[src/inc/tmopq_pkg.sv]
// package for the one-pulse and encoder timer: register map, fields, resets
package tmopq_pkg;
    localparam int TMOPQ_AW = 4;
    localparam logic [3:0] ADDR_CONTROL_ONE = 4'h0;
    localparam logic [3:0] ADDR_SLAVE_CONTROL = 4'h1;
    localparam logic [3:0] ADDR_CHANNEL_MODE_ONE = 4'h2;
    localparam logic [3:0] ADDR_CHANNEL_ENABLE_POLARITY = 4'h3;
    localparam logic [3:0] ADDR_COUNTER_VALUE = 4'h4;
    localparam logic [3:0] ADDR_RELOAD_VALUE = 4'h5;
    localparam logic [3:0] ADDR_CH1_COMPARE_VALUE = 4'h6;
    localparam logic [3:0] ADDR_EVENT_GEN = 4'h7;
    // timer_control_one bit positions
    localparam int CR1_CEN_POS = 0;
    localparam int CR1_SSEL_POS = 3;
    localparam int CR1_DIR_POS = 4;
    localparam int CR1_ARBE_POS = 7;
    // slave_control fields
    localparam int SMC_SMS_LSB = 0;
    localparam int SMC_TS_LSB = 4;
    // channel_mode_one fields
    localparam int CM_CC1S_LSB = 0;
    localparam int CM_FE_POS = 2;
    localparam int CM_BE_POS = 3;
    localparam int CM_OCM_LSB = 4;
    localparam int CM_CC2S_LSB = 8;
    // channel_enable_polarity fields and the event generation update bit
    localparam int CE_CC1P_POS = 1;
    localparam int CE_CC2P_POS = 5;
    localparam int EG_UG_POS = 0;
    // field encodings and reset values
    localparam logic [2:0] SMS_ENC_B = 3'h1;
    localparam logic [2:0] SMS_ENC_A = 3'h2;
    localparam logic [2:0] SMS_ENC_AB = 3'h3;
    localparam logic [2:0] SMS_TRIGGER = 3'h6;
    localparam logic [2:0] TS_FILT_B = 3'h6;
    localparam logic [2:0] TS_FILT_A = 3'h5;
    localparam logic [1:0] MAP_DIRECT = 2'h1;
    localparam logic [2:0] OCM_FROZEN = 3'h0;
    localparam logic [2:0] OCM_SET = 3'h1;
    localparam logic [2:0] OCM_CLEAR = 3'h2;
    localparam logic [2:0] OCM_TOGGLE = 3'h3;
    localparam logic [2:0] OCM_FORCE_LO = 3'h4;
    localparam logic [2:0] OCM_FORCE_HI = 3'h5;
    localparam logic [2:0] OCM_PWM1 = 3'h6;
    localparam logic [2:0] OCM_PWM2 = 3'h7;
    localparam logic [15:0] RESET_RELOAD = 16'hffff;
    localparam logic [15:0] RESET_ZERO = 16'h0000;

    typedef struct packed {
        logic [2:0] sms;
        logic [2:0] ts;
        logic [1:0] cc1s;
        logic [1:0] cc2s;
        logic [2:0] ocm;
        logic fastEn;
        logic cc1p;
        logic cc2p;
    } tmopq_cfg_type;
endpackage : tmopq_pkg

[src/hdl/tmopq_timer.sv]
// one-pulse and quadrature encoder timer channel pair
//
// Strobed register access and the placing of the registers were left to the implementer.
`timescale 1ns/10ps
// What this block does
// - single shot stops counter at a wrap update, not on a forced update or in encoder modes
// - ch2 map 01 routes filtered b
// - ch2 polarity 0 means rising edge
// - trigger select 110 picks filtered b
// - slave mode 110 trigger starts counter
// - delay equals ch1 compare value
// - width equals reload minus compare
// - pwm2 rises at match, falls at reload
// - trigger edge sets count enable bit
// - fast enable forces match level on trigger
// - fast enable only in pwm modes
// - slave modes 001/010/011 pick encoder edges
// - polarity bits invert encoder inputs
// - count one per valid selected transition
// - direction recomputed on every input transition
// - encoder wraps between zero and reload
// - compare keeps working in encoder mode
// - a-only: rise down if b high
// - b-only: rise up if a high
// - both: each edge uses its own direction
module tmopq_timer
    import tmopq_pkg::*;
#(
    parameter int CW = 16
) (
    input wire logic mclk,
    input wire logic rstn,
    input wire logic [3:0] regAddr,
    input wire logic [31:0] regWdata,
    input wire logic regWr,
    input wire logic regRd,
    output logic [31:0] regRdata,
    input wire logic encoderInA,
    input wire logic encoderInB,
    output logic compareReferenceOut,
    output logic ch1ComparePin
);
    logic rstSync1_q, rstSync2_q;
    logic rst_n;
    always_ff @(posedge mclk or negedge rstn) begin
        if (!rstn) begin
            rstSync1_q <= 1'b0;
            rstSync2_q <= 1'b0;
        end else begin
            rstSync1_q <= 1'b1;
            rstSync2_q <= rstSync1_q;
        end
    end
    assign rst_n = rstSync2_q;

    // input synchronisers, then one more stage for edge detection
    logic aS1_q, aS2_q, aS3_q, bS1_q, bS2_q, bS3_q;
    always_ff @(posedge mclk or negedge rst_n) begin
        if (!rst_n) begin
            aS1_q <= 1'b0;
            aS2_q <= 1'b0;
            aS3_q <= 1'b0;
            bS1_q <= 1'b0;
            bS2_q <= 1'b0;
            bS3_q <= 1'b0;
        end else begin
            aS1_q <= encoderInA;
            aS2_q <= aS1_q;
            aS3_q <= aS2_q;
            bS1_q <= encoderInB;
            bS2_q <= bS1_q;
            bS3_q <= bS2_q;
        end
    end

    // registers
    logic countEnable_q, singleShotSelect_q, countDirection_q, reloadBufferEn_q;
    tmopq_cfg_type cfg_q;
    logic ch1CompareBufferEn_q;
    logic [CW-1:0] counter_q, reloadPre_q, reloadSh_q, cmpPre_q, cmpSh_q;
    logic ocRef_q;

    logic wrCr1, wrCnt, wrArr, wrCcr, forceUpdate;
    assign wrCr1 = regWr && (regAddr == ADDR_CONTROL_ONE);
    assign wrCnt = regWr && (regAddr == ADDR_COUNTER_VALUE);
    assign wrArr = regWr && (regAddr == ADDR_RELOAD_VALUE);
    assign wrCcr = regWr && (regAddr == ADDR_CH1_COMPARE_VALUE);
    assign forceUpdate = regWr && (regAddr == ADDR_EVENT_GEN) && regWdata[EG_UG_POS];

    // polarity-adjusted filtered inputs
    logic filtA, filtAPrev, filtB, filtBPrev;
    assign filtA = aS2_q ^ cfg_q.cc1p;
    assign filtAPrev = aS3_q ^ cfg_q.cc1p;
    assign filtB = bS2_q ^ cfg_q.cc2p;
    assign filtBPrev = bS3_q ^ cfg_q.cc2p;
    logic edgeA, edgeB, riseA, riseB;
    assign edgeA = filtA ^ filtAPrev;
    assign edgeB = filtB ^ filtBPrev;
    assign riseA = filtA & ~filtAPrev;
    assign riseB = filtB & ~filtBPrev;

    // trigger path
    logic chBMapped, chAMapped, slaveTriggerIn, trigMode;
    assign chBMapped = (cfg_q.cc2s == MAP_DIRECT);
    assign chAMapped = (cfg_q.cc1s == MAP_DIRECT);
    always_comb begin
        slaveTriggerIn = 1'b0;
        if (cfg_q.ts == TS_FILT_B) begin
            slaveTriggerIn = riseB && chBMapped;
        end else if (cfg_q.ts == TS_FILT_A) begin
            slaveTriggerIn = riseA && chAMapped;
        end
    end
    assign trigMode = (cfg_q.sms == SMS_TRIGGER);
    logic trigStart;
    assign trigStart = trigMode && slaveTriggerIn && !countEnable_q;

    // encoder decode
    logic encMode, encStep, encUp, dirA, dirB;
    assign encMode = (cfg_q.sms == SMS_ENC_B) || (cfg_q.sms == SMS_ENC_A)
        || (cfg_q.sms == SMS_ENC_AB);
    // up when a differs from b after an a edge, up when they match after a b edge
    assign dirA = filtA ^ filtB;
    assign dirB = ~(filtA ^ filtB);
    always_comb begin
        encStep = 1'b0;
        encUp = ~countDirection_q;
        if (edgeA) begin
            encUp = ~dirA ? 1'b0 : 1'b1;
        end else if (edgeB) begin
            encUp = dirB;
        end
        unique case (cfg_q.sms)
            SMS_ENC_A: encStep = edgeA;
            SMS_ENC_B: encStep = edgeB;
            SMS_ENC_AB: encStep = edgeA | edgeB;
            default: encStep = 1'b0;
        endcase
    end

    // counter tick and update
    logic tick, upCount, atTop, atBottom, updateEvt;
    assign upCount = encMode ? encUp : ~countDirection_q;
    assign tick = countEnable_q && (encMode ? encStep : 1'b1);
    assign atTop = (counter_q == reloadSh_q);
    assign atBottom = (counter_q == RESET_ZERO[CW-1:0]);
    assign updateEvt = forceUpdate || (tick && (upCount ? atTop : atBottom));

    always_ff @(posedge mclk or negedge rst_n) begin
        if (!rst_n) begin
            counter_q <= RESET_ZERO[CW-1:0];
        end else if (wrCnt) begin
            counter_q <= regWdata[CW-1:0];
        end else if (forceUpdate) begin
            counter_q <= upCount ? RESET_ZERO[CW-1:0] : reloadSh_q;
        end else if (tick) begin
            if (upCount) begin
                counter_q <= atTop ? RESET_ZERO[CW-1:0] : counter_q + 1'b1;
            end else begin
                counter_q <= atBottom ? reloadSh_q : counter_q - 1'b1;
            end
        end
    end

    // control one: enable, single shot, direction, reload buffer
    always_ff @(posedge mclk or negedge rst_n) begin
        if (!rst_n) begin
            countEnable_q <= 1'b0;
            singleShotSelect_q <= 1'b0;
            countDirection_q <= 1'b0;
            reloadBufferEn_q <= 1'b0;
        end else begin
            if (wrCr1) begin
                singleShotSelect_q <= regWdata[CR1_SSEL_POS];
                reloadBufferEn_q <= regWdata[CR1_ARBE_POS];
            end
            // hardware direction wins over software while encoding
            if (encMode && (edgeA || edgeB)) begin
                countDirection_q <= ~encUp;
            end else if (wrCr1) begin
                countDirection_q <= regWdata[CR1_DIR_POS];
            end
            // trigger start beats a same-cycle software clear
            if (trigStart) begin
                countEnable_q <= 1'b1;
            end else if (singleShotSelect_q && updateEvt && !forceUpdate && !encMode) begin
                countEnable_q <= 1'b0;
            end else if (wrCr1) begin
                countEnable_q <= regWdata[CR1_CEN_POS];
            end
        end
    end

    // configuration registers
    always_ff @(posedge mclk or negedge rst_n) begin
        if (!rst_n) begin
            cfg_q <= '0;
            ch1CompareBufferEn_q <= 1'b0;
        end else begin
            if (regWr && regAddr == ADDR_SLAVE_CONTROL) begin
                cfg_q.sms <= regWdata[SMC_SMS_LSB +: 3];
                cfg_q.ts <= regWdata[SMC_TS_LSB +: 3];
            end
            if (regWr && regAddr == ADDR_CHANNEL_MODE_ONE) begin
                cfg_q.cc1s <= regWdata[CM_CC1S_LSB +: 2];
                cfg_q.fastEn <= regWdata[CM_FE_POS];
                ch1CompareBufferEn_q <= regWdata[CM_BE_POS];
                cfg_q.ocm <= regWdata[CM_OCM_LSB +: 3];
                cfg_q.cc2s <= regWdata[CM_CC2S_LSB +: 2];
            end
            if (regWr && regAddr == ADDR_CHANNEL_ENABLE_POLARITY) begin
                cfg_q.cc1p <= regWdata[CE_CC1P_POS];
                cfg_q.cc2p <= regWdata[CE_CC2P_POS];
            end
        end
    end

    // preload and shadow registers for reload and compare
    always_ff @(posedge mclk or negedge rst_n) begin
        if (!rst_n) begin
            reloadPre_q <= RESET_RELOAD[CW-1:0];
            reloadSh_q <= RESET_RELOAD[CW-1:0];
            cmpPre_q <= RESET_ZERO[CW-1:0];
            cmpSh_q <= RESET_ZERO[CW-1:0];
        end else begin
            if (wrArr) begin
                reloadPre_q <= regWdata[CW-1:0];
            end
            if (wrArr && !reloadBufferEn_q) begin
                reloadSh_q <= regWdata[CW-1:0];
            end else if (updateEvt) begin
                reloadSh_q <= reloadPre_q;
            end
            if (wrCcr) begin
                cmpPre_q <= regWdata[CW-1:0];
            end
            if (wrCcr && !ch1CompareBufferEn_q) begin
                cmpSh_q <= regWdata[CW-1:0];
            end else if (updateEvt) begin
                cmpSh_q <= cmpPre_q;
            end
        end
    end

    // compare output; runs in every counting mode
    logic cntBelow, pwmMode, matchNow, refNext, fastHold_q;
    assign cntBelow = counter_q < cmpSh_q;
    assign pwmMode = (cfg_q.ocm == OCM_PWM1) || (cfg_q.ocm == OCM_PWM2);
    assign matchNow = countEnable_q && (counter_q == cmpSh_q);
    always_comb begin
        refNext = ocRef_q;
        unique case (cfg_q.ocm)
            OCM_FROZEN: refNext = ocRef_q;
            OCM_SET: refNext = matchNow ? 1'b1 : ocRef_q;
            OCM_CLEAR: refNext = matchNow ? 1'b0 : ocRef_q;
            OCM_TOGGLE: refNext = matchNow ? ~ocRef_q : ocRef_q;
            OCM_FORCE_LO: refNext = 1'b0;
            OCM_FORCE_HI: refNext = 1'b1;
            OCM_PWM1: refNext = cntBelow;
            // high from compare match until the count reaches reload
            OCM_PWM2: refNext = ~cntBelow && !atTop;
        endcase
        // a fast start keeps the match level until the real compare catches up
        if (fastHold_q && pwmMode) begin
            refNext = (cfg_q.ocm == OCM_PWM2);
        end
        if (trigStart && cfg_q.fastEn && pwmMode) begin
            refNext = (cfg_q.ocm == OCM_PWM2);
        end
        if (pwmMode && singleShotSelect_q && !countEnable_q && !trigStart) begin
            refNext = (cfg_q.ocm == OCM_PWM1) ? cntBelow : 1'b0;
        end
    end
    always_ff @(posedge mclk or negedge rst_n) begin
        if (!rst_n) begin
            ocRef_q <= 1'b0;
        end else begin
            ocRef_q <= refNext;
        end
    end
    always_ff @(posedge mclk or negedge rst_n) begin
        if (!rst_n) begin
            fastHold_q <= 1'b0;
        end else if (trigStart && cfg_q.fastEn && pwmMode) begin
            fastHold_q <= 1'b1;
        end else if (!countEnable_q || matchNow) begin
            fastHold_q <= 1'b0;
        end
    end
    assign compareReferenceOut = ocRef_q;
    assign ch1ComparePin = ocRef_q ^ cfg_q.cc1p;

    // read port, data one cycle after the strobe
    always_ff @(posedge mclk or negedge rst_n) begin
        if (!rst_n) begin
            regRdata <= 32'h0000_0000;
        end else if (regRd) begin
            regRdata <= 32'h0000_0000;
            unique case (regAddr)
                ADDR_CONTROL_ONE: begin
                    regRdata[CR1_CEN_POS] <= countEnable_q;
                    regRdata[CR1_SSEL_POS] <= singleShotSelect_q;
                    regRdata[CR1_DIR_POS] <= countDirection_q;
                    regRdata[CR1_ARBE_POS] <= reloadBufferEn_q;
                end
                ADDR_SLAVE_CONTROL: begin
                    regRdata[SMC_SMS_LSB +: 3] <= cfg_q.sms;
                    regRdata[SMC_TS_LSB +: 3] <= cfg_q.ts;
                end
                ADDR_CHANNEL_MODE_ONE: begin
                    regRdata[CM_CC1S_LSB +: 2] <= cfg_q.cc1s;
                    regRdata[CM_FE_POS] <= cfg_q.fastEn;
                    regRdata[CM_BE_POS] <= ch1CompareBufferEn_q;
                    regRdata[CM_OCM_LSB +: 3] <= cfg_q.ocm;
                    regRdata[CM_CC2S_LSB +: 2] <= cfg_q.cc2s;
                end
                ADDR_CHANNEL_ENABLE_POLARITY: begin
                    regRdata[CE_CC1P_POS] <= cfg_q.cc1p;
                    regRdata[CE_CC2P_POS] <= cfg_q.cc2p;
                end
                ADDR_COUNTER_VALUE: regRdata[CW-1:0] <= counter_q;
                ADDR_RELOAD_VALUE: regRdata[CW-1:0] <= reloadPre_q;
                ADDR_CH1_COMPARE_VALUE: regRdata[CW-1:0] <= cmpPre_q;
                default: regRdata <= 32'h0000_0000;
            endcase
        end
    end
endmodule : tmopq_timer

[config.mk]
export PLATFORM = sky130hd
export DESIGN_NAME = tmopq_timer
export DESIGN_NICKNAME = d
export VERILOG_FILES = /design/src/inc/tmopq_pkg.sv /design/src/hdl/tmopq_timer.sv
export SDC_FILE = /design/constraint.sdc
export NUM_CORES = 1
export LEC_CHECK = 0
export BUFFER_PORTS_ARGS = -buffer_cell sky130_fd_sc_hd__buf_2
export CORE_MARGIN = 2
export CORE_UTILIZATION = 56
export DETAILED_ROUTE_END_ITERATION = 10
export PLACE_DENSITY = 0.85
export SYNTH_ARGS = -nofsm -noshare
export SYNTH_HDL_FRONTEND = slang
export SYNTH_SLANG_ARGS = --single-unit
export TNS_END_PERCENT = 20
[constraint.sdc]
create_clock -name mclk -period 6.3 [get_ports mclk]
set_input_delay 1.89 -clock mclk [delete_from_list [all_inputs] [get_ports mclk]]
set_output_delay 1.89 -clock mclk [all_outputs]
set_load 0.1 [all_outputs]
# Yosys cells after proc, flatten, opt, wreduce, memory -nomap -nowiden
# Index checks and enable logic that the tools add are counted.
# Widths: inputs -> output; s select.
# totals
regBits	127
in_bits	42
elab_cells	175
# op_classes
addsub	2
n_lt_le_gt_ge	1
eq_ne	28
muxes	45
bitwise	18
reduce_logical	52
# op_table
op	count
$mux 16	11
$eq 16x16->1	2
$logic_and 1x1->1	29
$pmux 1 s6	4
$mux 1	22
$eq 3x3->1 const B	7
$pmux 6 s3	1
$add 16x1->16 const B	1
$eq 4x3->1 const B	4
$logic_not 16->1	1
$lt 16x16->1	1
$sub 16x1->16 const B	1
$ne 5x5->1 const B	3
$pmux 1 s5	3
$eq 3x2->1 const B	4
$eq 4x2->1 const B	2
$pmux 2 s4	1
$reduce_bool 2->1	4
$xor 1x1->1	8
$logic_not 1->1	7
$not 1->1	7
$pmux 1 s7	1
$eq 3x1->1 const B	2
$logic_or 1x1->1	6
11 further kinds	14

# Logic depth before layout (Yosys ltp)
# Gate-level depths: netlist of run 1.
# logic_depth
depth_word	14
mapped_depth	11
depth_no_buf	10

# Worst setup path before layout of run 1
# No wires, ideal clock.
# synth_timing
path_kind	reg2out
start	reg ocRef_q, in the netlist compareReferenceOut
end	out ch1ComparePin
arrival_ps	2451
slack_ps	1959
path_stages_with_launch	2
cell_sequence	dfrtp_1 xor2_1
# synth_between
elab_chain_len	1
# synth_rtl
item	line	rtl
start, declared	tmopq_timer.sv:81	logic ocRef_q;
start signal, assigned	tmopq_timer.sv:278	ocRef_q <= refNext;
$xor 1x1->1	tmopq_timer.sv:291	assign ch1ComparePin = ocRef_q ^ cfg_q.cc1p;
end, declared	tmopq_timer.sv:41	output logic ch1ComparePin
# Every way passes these cells.

# Worst setup path after layout of run 1
# layout_timing
start	in regAddr[2]
end	reg counter_q[9]
# layout_between
elab_chain_len	5
word_cells_on_any_way	8
classes_between	eq/ne (2); mux (2); reduce/logical (4)
# layout_rtl
item	line	rtl
start, declared	tmopq_timer.sv:33	input wire logic [3:0] regAddr,
$eq 4x3->1	tmopq_timer.sv:88	assign forceUpdate = regWr && (regAddr == ADDR_EVENT_GEN) && regWdata[EG_UG_POS];
$logic_and 1x1->1 (2 in a row)	tmopq_timer.sv:88	
$mux 16	tmopq_timer.sv:154	end else if (forceUpdate) begin
$mux 16	tmopq_timer.sv:152	end else if (wrCnt) begin
end signal, assigned	tmopq_timer.sv:151	counter_q <= RESET_ZERO[CW-1:0];
end signal, assigned	tmopq_timer.sv:153	counter_q <= regWdata[CW-1:0];
end signal, assigned	tmopq_timer.sv:155	counter_q <= upCount ? RESET_ZERO[CW-1:0] : reloadSh_q;
end, declared	tmopq_timer.sv:80	logic [CW-1:0] counter_q, reloadPre_q, reloadSh_q, cmpPre_q, cmpSh_q;
# Parallel ways exist; a longest one is shown, timed or not.
# A chain may end at the register's enable or synchronous reset.

==> metrics.yaml, run 1 <==
clock_network:
  htreeDepth: 4
  clkSinkCount: 127
  cts_max_path_buffers: 2
  insertion_delay_ns: 0.42
  cts_setup_buffers: 0
  cts_resized: 0
  numCtsBuffers: 17
  clock-root-buffer: "clkbuf_16"
  cts_hold_buf: 0
  cts_tree: "yes"
  path_clk_slew_ns: 0.06
routing:
  avgRoutedWirePerCell_um: 21.7
  drc: 0
  vias: 7001
  firstDrtPassIters: 7
  wirelength_mm: 22.5
  drt-initial-drc-count: 816
  ant_nets: 0
  viasPerCell: 6.77
timing:
  finalSetupTns_ns: 0
  rsz0062_at_grt: "no"
  hold_viol: 0
  fin_worst_skew_ns: 0.0102
  tightest_slew_ns: 1.09
  timing.final.crit_period_ns: 4.39
  slew_headroom_pct: 27.0
  finalCritPeriodShare_pct: 69.7
  drv_slew: 0
  max_freq_mhz: 228
  setup_violations: 0
pwr:
  leakage_nw: 3.67
  cellPowerDensity_mw_per_mm2: 439
  peakVddDrop_mv: 0.242
floorplan:
  rows: 43
  die_y_um: 123
  initial_core_util_pct: 56.9
  dieWidth_um: 123
  coreArea_mm2: 0.0138
  die_area_mm2: 0.0150
  ioPinCount: 76
setup_path:
  worstPathMaxFanout: 22
  worstPathArrival_ns: 4.73
  critical_path.startpoint: "regAddr[2]"
  cpPeakStageDelay_ns: 0.91
  required_ns: 6.63
  r2r-start: "counter_q[7]"
  cpMaxStageDelayCell: "and4_1"
  reg2reg_setup_slack_ns: 3.04
  critical_path_class: "input port to flip-flop"
  critPathBufInv: 1
  end_kind: "flip-flop"
  worstPathCellList: "buf_2 > nor2b_1 > and4_1 > nor2_1 > nand2_1 > o22ai_1 > a211oi_2"
  critPathTopFamily: "simple AND/OR/NAND/NOR gates"
  startpoint_type: "input port"
synthesis:
  yosys_warnings: 0
  yosysSeqAreaShare_pct: 40.9
  synth_enable_flop_cells: 0
  ys_seq_elements: 127
  synth_area_mm2: 0.00787
  syn_area_per_cell_um2: 9.44
  synthCells: 834
  ys_types: 69
  synth_ff_type: "dfrtp_1"
  async_flop_share_pct: 100
status:
  status: "complete, no violations"
finish:
  nets: 904
  diodes: 0
  design_area_mm2: 0.00860
  area_delta_synth_final_pct: 9.24
  fillerInstances: 1060
  post-route-util_pct: 62.2
  drive_above_1_share_pct: 21.7
placement:
  gp_congestion: 0.949
  placed_area_mm2: 0.00800
  portBuffers: 43
  place_hpwl_mm: 14.8
hold_path:
  hold_path.class: "flip-flop to async pin"
global_routing:
  grt_pass1_vias: 6500
  grt_first_pass_wirelength_mm: 35.7
  grtUsageTotal_pct: 31.1
  gr-total-overflow: 0
  antenna_found_initial: 0
  grt_max_degree: 89
flow_run:
  drv_cap: 0
[area by class of cell]
class / instances / area [um^2] / share of cell area [%]
Clock buffer: 18 / 429 / 4.99
Sequential cell: 127 / 3220 / 37.5
Clock inverter: 14 / 166 / 1.94
Inverter: 33 / 124 / 1.44
Multi-Input combinational cell: 611 / 4160 / 48.3
Timing Repair Buffer: 51 / 275 / 3.20
Tap cell: 180 / 225 / 2.62
[kinds of logic after synthesis]
kind of cell / synth area share [%]
AO/OA/AOI/OAI: 18.7
XOR/XNOR: 5.33
adder cells (fa/ha/maj): 3.34
buffers and inverters: 7.03
flip-flops: 40.9
multiplexers: 9.78
other: 0.0954
AND/OR/NAND/NOR: 14.8
[synthesized netlist by cell type, types with 4 or more instances]
master / count / share of area, %
a221oi_1: 7 / 0.78
a31oi_1: 41 / 3.3
nand2_1: 29 / 1.4
buf_1: 4 / 0.19
xnor2_1: 16 / 1.8
a22o_1: 7 / 0.78
xor2_1: 30 / 3.3
o21ai_1: 13 / 0.83
buf_2: 15 / 0.95
a21o_1: 7 / 0.67
mux2_2: 55 / 7.9
nand2b_1: 4 / 0.32
and3_1: 7 / 0.56
a222oi_1: 4 / 0.51
a22oi_1: 6 / 0.57
nor2b_1: 8 / 0.64
clkbuf_1: 33 / 1.6
o31ai_1: 5 / 0.48
nand4_1: 13 / 1.0
dfstp_2: 32 / 11
nand3_1: 34 / 2.2
buf_4: 19 / 1.8
dfrtp_1: 95 / 30
a21oi_1: 55 / 3.5
ha_1: 21 / 3.3
o22ai_1: 20 / 1.6
and2_1: 4 / 0.32
mux2i_1: 15 / 1.9
nor2_1: 83 / 4.0
nor3_1: 19 / 1.2
nor4_1: 6 / 0.48
buf_6: 6 / 0.86
o21ai_0: 32 / 2.0
inv_1: 33 / 1.6
[state kept, by name, indices dropped and copies added, names as in the netlist, 16 cells and up]
signal       cells
regRdata        16
reloadSh_q      16
cmpPre_q        16
reloadPre_q     16
cmpSh_q         16
cfg_q           16
counter_q       16
[report_power, final]
| group | internal [mW] | switching [mW] |
|---|---|---|
| logic | 0.539 | 0.809 |
| clock network | 0.621 | 0.371 |
| registers | 1.06 | 0.367 |
| total | 2.22 | 1.55 |
[cell usage in the layout, fill, tap and decap left out, types with 5 or more instances in the layout]
master	netlist	routed
dfrtp_1	95	94
nor2_1	83	83
mux2_2	55	55
a21oi_1	55	55
buf_2	15	43
a31oi_1	41	41
nand3_1	34	34
inv_1	33	33
o21ai_0	32	32
dfstp_2	32	32
xor2_1	30	30
nand2_1	29	29
ha_1	21	21
o22ai_1	20	20
nor3_1	19	19
conb_1	2	17
clkbuf_16	0	17
xnor2_1	16	16
mux2i_1	15	15
nand4_1	13	13
o21ai_1	13	13
nor2b_1	8	8
buf_4	19	8
and3_1	7	7
a22o_1	7	7
a221oi_1	7	7
a21o_1	7	7
a22oi_1	6	6
nor4_1	6	6
o31ai_1	5	5
[path summary, 6_finish.rpt]
kind / to / depth (start not counted)
hold / removal: regRdata[11] / 0
min in group mclk: bS2_q / 0
hold reg to reg: regRdata[11] / 0
setup reg to reg: cmpSh_q[2] / 6
setup / recovery: counter_q[9] / 7
max in group asynchronous: counter_q[4] / 1
[stage by stage]
stage,cells,hold slack (ns),setup slack (ns),total power [mW]
final,1034,0.309,1.91,3.77
after global placement,1002,0.316,1.70,2.68
after CTS,1034,0.327,2.02,3.73
after detailed placement,1002,0.319,1.69,2.72
after global routing,1034,0.352,1.76,3.95
after floorplan,849,0.331,1.96,2.42
[per-layer routing]
metal | GRT usage (%) | share of wire, % | vias to the layer above
met5 | 0 | 0 | -
met4 | 12.5 | 3.7 | 0
met3 | 7.30 | 12 | 91
met2 | 48.4 | 46 | 535
met1 | 42.0 | 39 | 3340
li1 | - | - | 3035
[worst reg2reg max path: cells and delay by family (launching register included)]
kind               cells  cell delay, ns
AOI/OAI and AO/OA      4            1.37
DFF                    1            0.60
and+or+nand+nor        2            1.22
No activity file was read; power rests on OpenSTA's default activity.
==> run 2: changes to the inputs <==
Settings changed: CORE_UTILIZATION 56 to 54, PLACE_DENSITY 0.85 to 0.86.
Clock period 6.3 ns to 3.94 ns, I/O delays scaled along.
==> run 2 against run 1 <==
Clock-buffer cell count rose by 1; largest cell class unchanged; first-iteration DRC count rose by 24%; worst setup slack got worse by 1.2 ns; clock power rose by 48%; sequential share of layout area fell by 0.22 points; die area rose by 3.6%; register-to-register slack got worse by 2.4 ns; power rose by 57%; critical path type is now flip-flop to flip-flop; critical path depth rose by 1; highest routed layer unchanged.
==> metrics.yaml, run 2 (same netlist as run 1, synthesis figures left out) <==
status:
  status: "complete, no violations"  # unchanged
setup_path:
  critical_path_class: "flip-flop to flip-flop"  # was input port to flip-flop
  r2r_end: "reloadSh_q[11]"  # was cmpSh_q[2]
  worstPathCellList: "xnor2_1 > inv_1 > ha_1 > o311a_4 > and3b_4 > o21ai_4 > nand3_1 > a31oi_1"  # was buf_2 > nor2b_1 > and4_1 > nor2_1 > nand2_1 > o22ai_1 > a211oi_2
  worstPathArrival_ns: 3.59  # was 4.73 ns
  reg2reg_setup_slack_ns: 0.67  # was 3.04 ns
  cpPeakStageDelay_ns: 0.70  # was 0.91 ns
  reg2reg_depth: 8  # was 6
  end_kind: "flip-flop"  # unchanged
  required_ns: 4.27  # was 6.63 ns
  worstPathMaxFanout: 32  # was 22
  r2r-start: "cfg_q[1]"  # was counter_q[7]
  startpoint_type: "flip-flop"  # was input port
  cpMaxStageDelayCell: "o21ai_4"  # was and4_1
clock_network:
  htreeDepth: 4  # unchanged
  cts_setup_buffers: 0  # unchanged
  clock-root-buffer: "clkbuf_16"  # unchanged
  insertion_delay_ns: 0.42  # about the same
  cts_max_path_buffers: 2  # unchanged
  cts_resized: 0  # unchanged
  cts_hold_buf: 0  # unchanged
  path_clk_slew_ns: 0.06  # about the same
  numCtsBuffers: 17  # unchanged
  clkSinkCount: 127  # unchanged
  cts_tree: "yes"  # unchanged
hold_path:
  min_from: "bS1_q"
  min_path_cells: 0
  hold_path.class: "flip-flop to flip-flop"  # was flip-flop to async pin
  holdPathEnd: "bS2_q"
finish:
  area_delta_synth_final_pct: 9.89  # was 9.24%
  layout_commonest_cell: "dfrtp_1"  # unchanged
  layoutNonFillerInstCount: 1047  # was 1034
  nets: 913  # was 904
  diodes: 0  # unchanged
  layout_common_cells: "dfrtp_1 (94), nor2_1 (83), mux2_2 (55), a21oi_1 (55), buf_2 (43)"  # unchanged
  design_area_mm2: 0.00865  # was 0.00860 mm^2
  fillerInstances: 1090  # was 1060
  drive_above_1_share_pct: 22.4  # was 21.7%
timing:
  rsz0062_at_grt: "no"  # unchanged
  finalCritPeriodShare_pct: 82.9
  drv_slew: 0  # unchanged
  hold_viol: 0  # unchanged
  fin_worst_skew_ns: 0.00690  # was 0.0102 ns
  finalSetupTns_ns: 0  # unchanged
  timing.final.crit_period_ns: 3.27
  tightest_slew_ns: 1.05  # was 1.09 ns
  max_freq_mhz: 306
  setup_violations: 0  # unchanged
  slew_headroom_pct: 29.6  # was 27.0%
placement:
  place_hpwl_mm: 15.1  # was 14.8 mm
  post-place-cells: 1015  # was 1002
  portBuffers: 43  # unchanged
  placed_area_mm2: 0.00810  # was 0.00800 mm^2
  gp_congestion: 0.939  # was 0.949
global_routing:
  grt_first_pass_wirelength_mm: 36.8  # was 35.7 mm
  gr-total-overflow: 0  # unchanged
  grtUsageTotal_pct: 29.7  # was 31.1%
  antenna_found_initial: 0  # unchanged
  grt_pass1_vias: 6894  # was 6500
  grt_max_degree: 79  # was 89
routing:
  viasPerCell: 6.76  # was 6.77
  vias: 7073  # was 7001
  drc: 0  # unchanged
  firstDrtPassIters: 7  # unchanged
  drt-initial-drc-count: 1014  # was 816
  ant_nets: 0  # unchanged
  wirelength_mm: 23.0  # was 22.5 mm
  avgRoutedWirePerCell_um: 22.0  # was 21.7 um
floorplan:
  dieWidth_um: 125  # was 123 um
  coreArea_mm2: 0.0144  # was 0.0138 mm^2
  ioPinCount: 76  # unchanged
  rows: 44  # was 43
  die_y_um: 125  # was 123 um
  initial_core_util_pct: 54.8  # was 56.9%
  die_area_mm2: 0.0156  # was 0.0150 mm^2
pwr:
  leakage_nw: 3.71  # was 3.67 nW
  cellPowerDensity_mw_per_mm2: 687  # was 439 mW/mm^2
  peakVddDrop_mv: 0.420  # was 0.242 mV
flow_run:
  drv_cap: 0  # unchanged
[run 2: cell types whose count changed in the layout (fill, tap and decap cells not counted)]
cell / change
buf_12: +2
clkbuf_1: +1
clkinv_4: +2
clkinvlp_4: -1
bufinv_16: -2
buf_4: +7
[run 2: worst max path at each step]
stage / depth (start not counted) / start / to / slack [ns]
3_5_place_dp: 8 / cfg_q[1] / reloadSh_q[11] / 0.84
3_3_place_gp: 8 / regAddr[0] / counter_q[13] / 0.90
5_1_grt: 8 / cfg_q[1] / reloadSh_q[7] / 0.54
2_1_floorplan: 0 / rstSync2_q / aS1_q / 0.20
4_1_cts: 8 / cfg_q[1] / reloadSh_q[11] / 0.74
6_report: 8 / cfg_q[1] / reloadSh_q[11] / 0.67
[run 2: final cells by class]
type                    count  area (um^2)  share of cell area (%)
flip-flops and latches    127         3220                    37.3
clock buffers              19          433                    5.01
clock inverters            13          116                    1.35
multi-input cells         611         4160                    48.0
inverters                  33          124                    1.43
repair buffers             60          368                    4.25
well taps                 184          230                    2.66
[run 2: layer usage]
metal / wire length, um / global-route usage [%]
met1: 8620 / 38.7
met2: 10600 / 46.0
met3: 2710 / 6.83
met4: 1060 / 15.9
met5: 0 / 0
[run 2: where the power goes]
| group | internal (mW) | total [mW] | switching [mW] |
|---|---|---|---|
| Clock | 0.867 | 1.47 | 0.603 |
| Sequential | 1.70 | 2.29 | 0.594 |
| Combinational | 0.878 | 2.18 | 1.30 |
[run 2: critical path: cells and delay by family, from the launching register on]
family	cells	cell delay, ns
fa+ha+maj	1	0.38
xor+xnor	1	0.33
flops	1	0.45
compound gates	3	1.43
buf+inv	1	0.08
simple gates	2	0.48
[run 2: per-stage QoR]
stage	setup WS (ns)	total power, mW	utilization [%]	hold WS (ns)
after detailed placement	0.836	4.36	56.4	0.335
after CTS	0.737	5.86	60.2	0.348
after global routing	0.544	6.22	60.2	0.360
after global placement	0.896	4.28	56.4	0.333
after floorplan	0.196	3.86	-	0.331
final	0.673	5.94	60.2	0.347
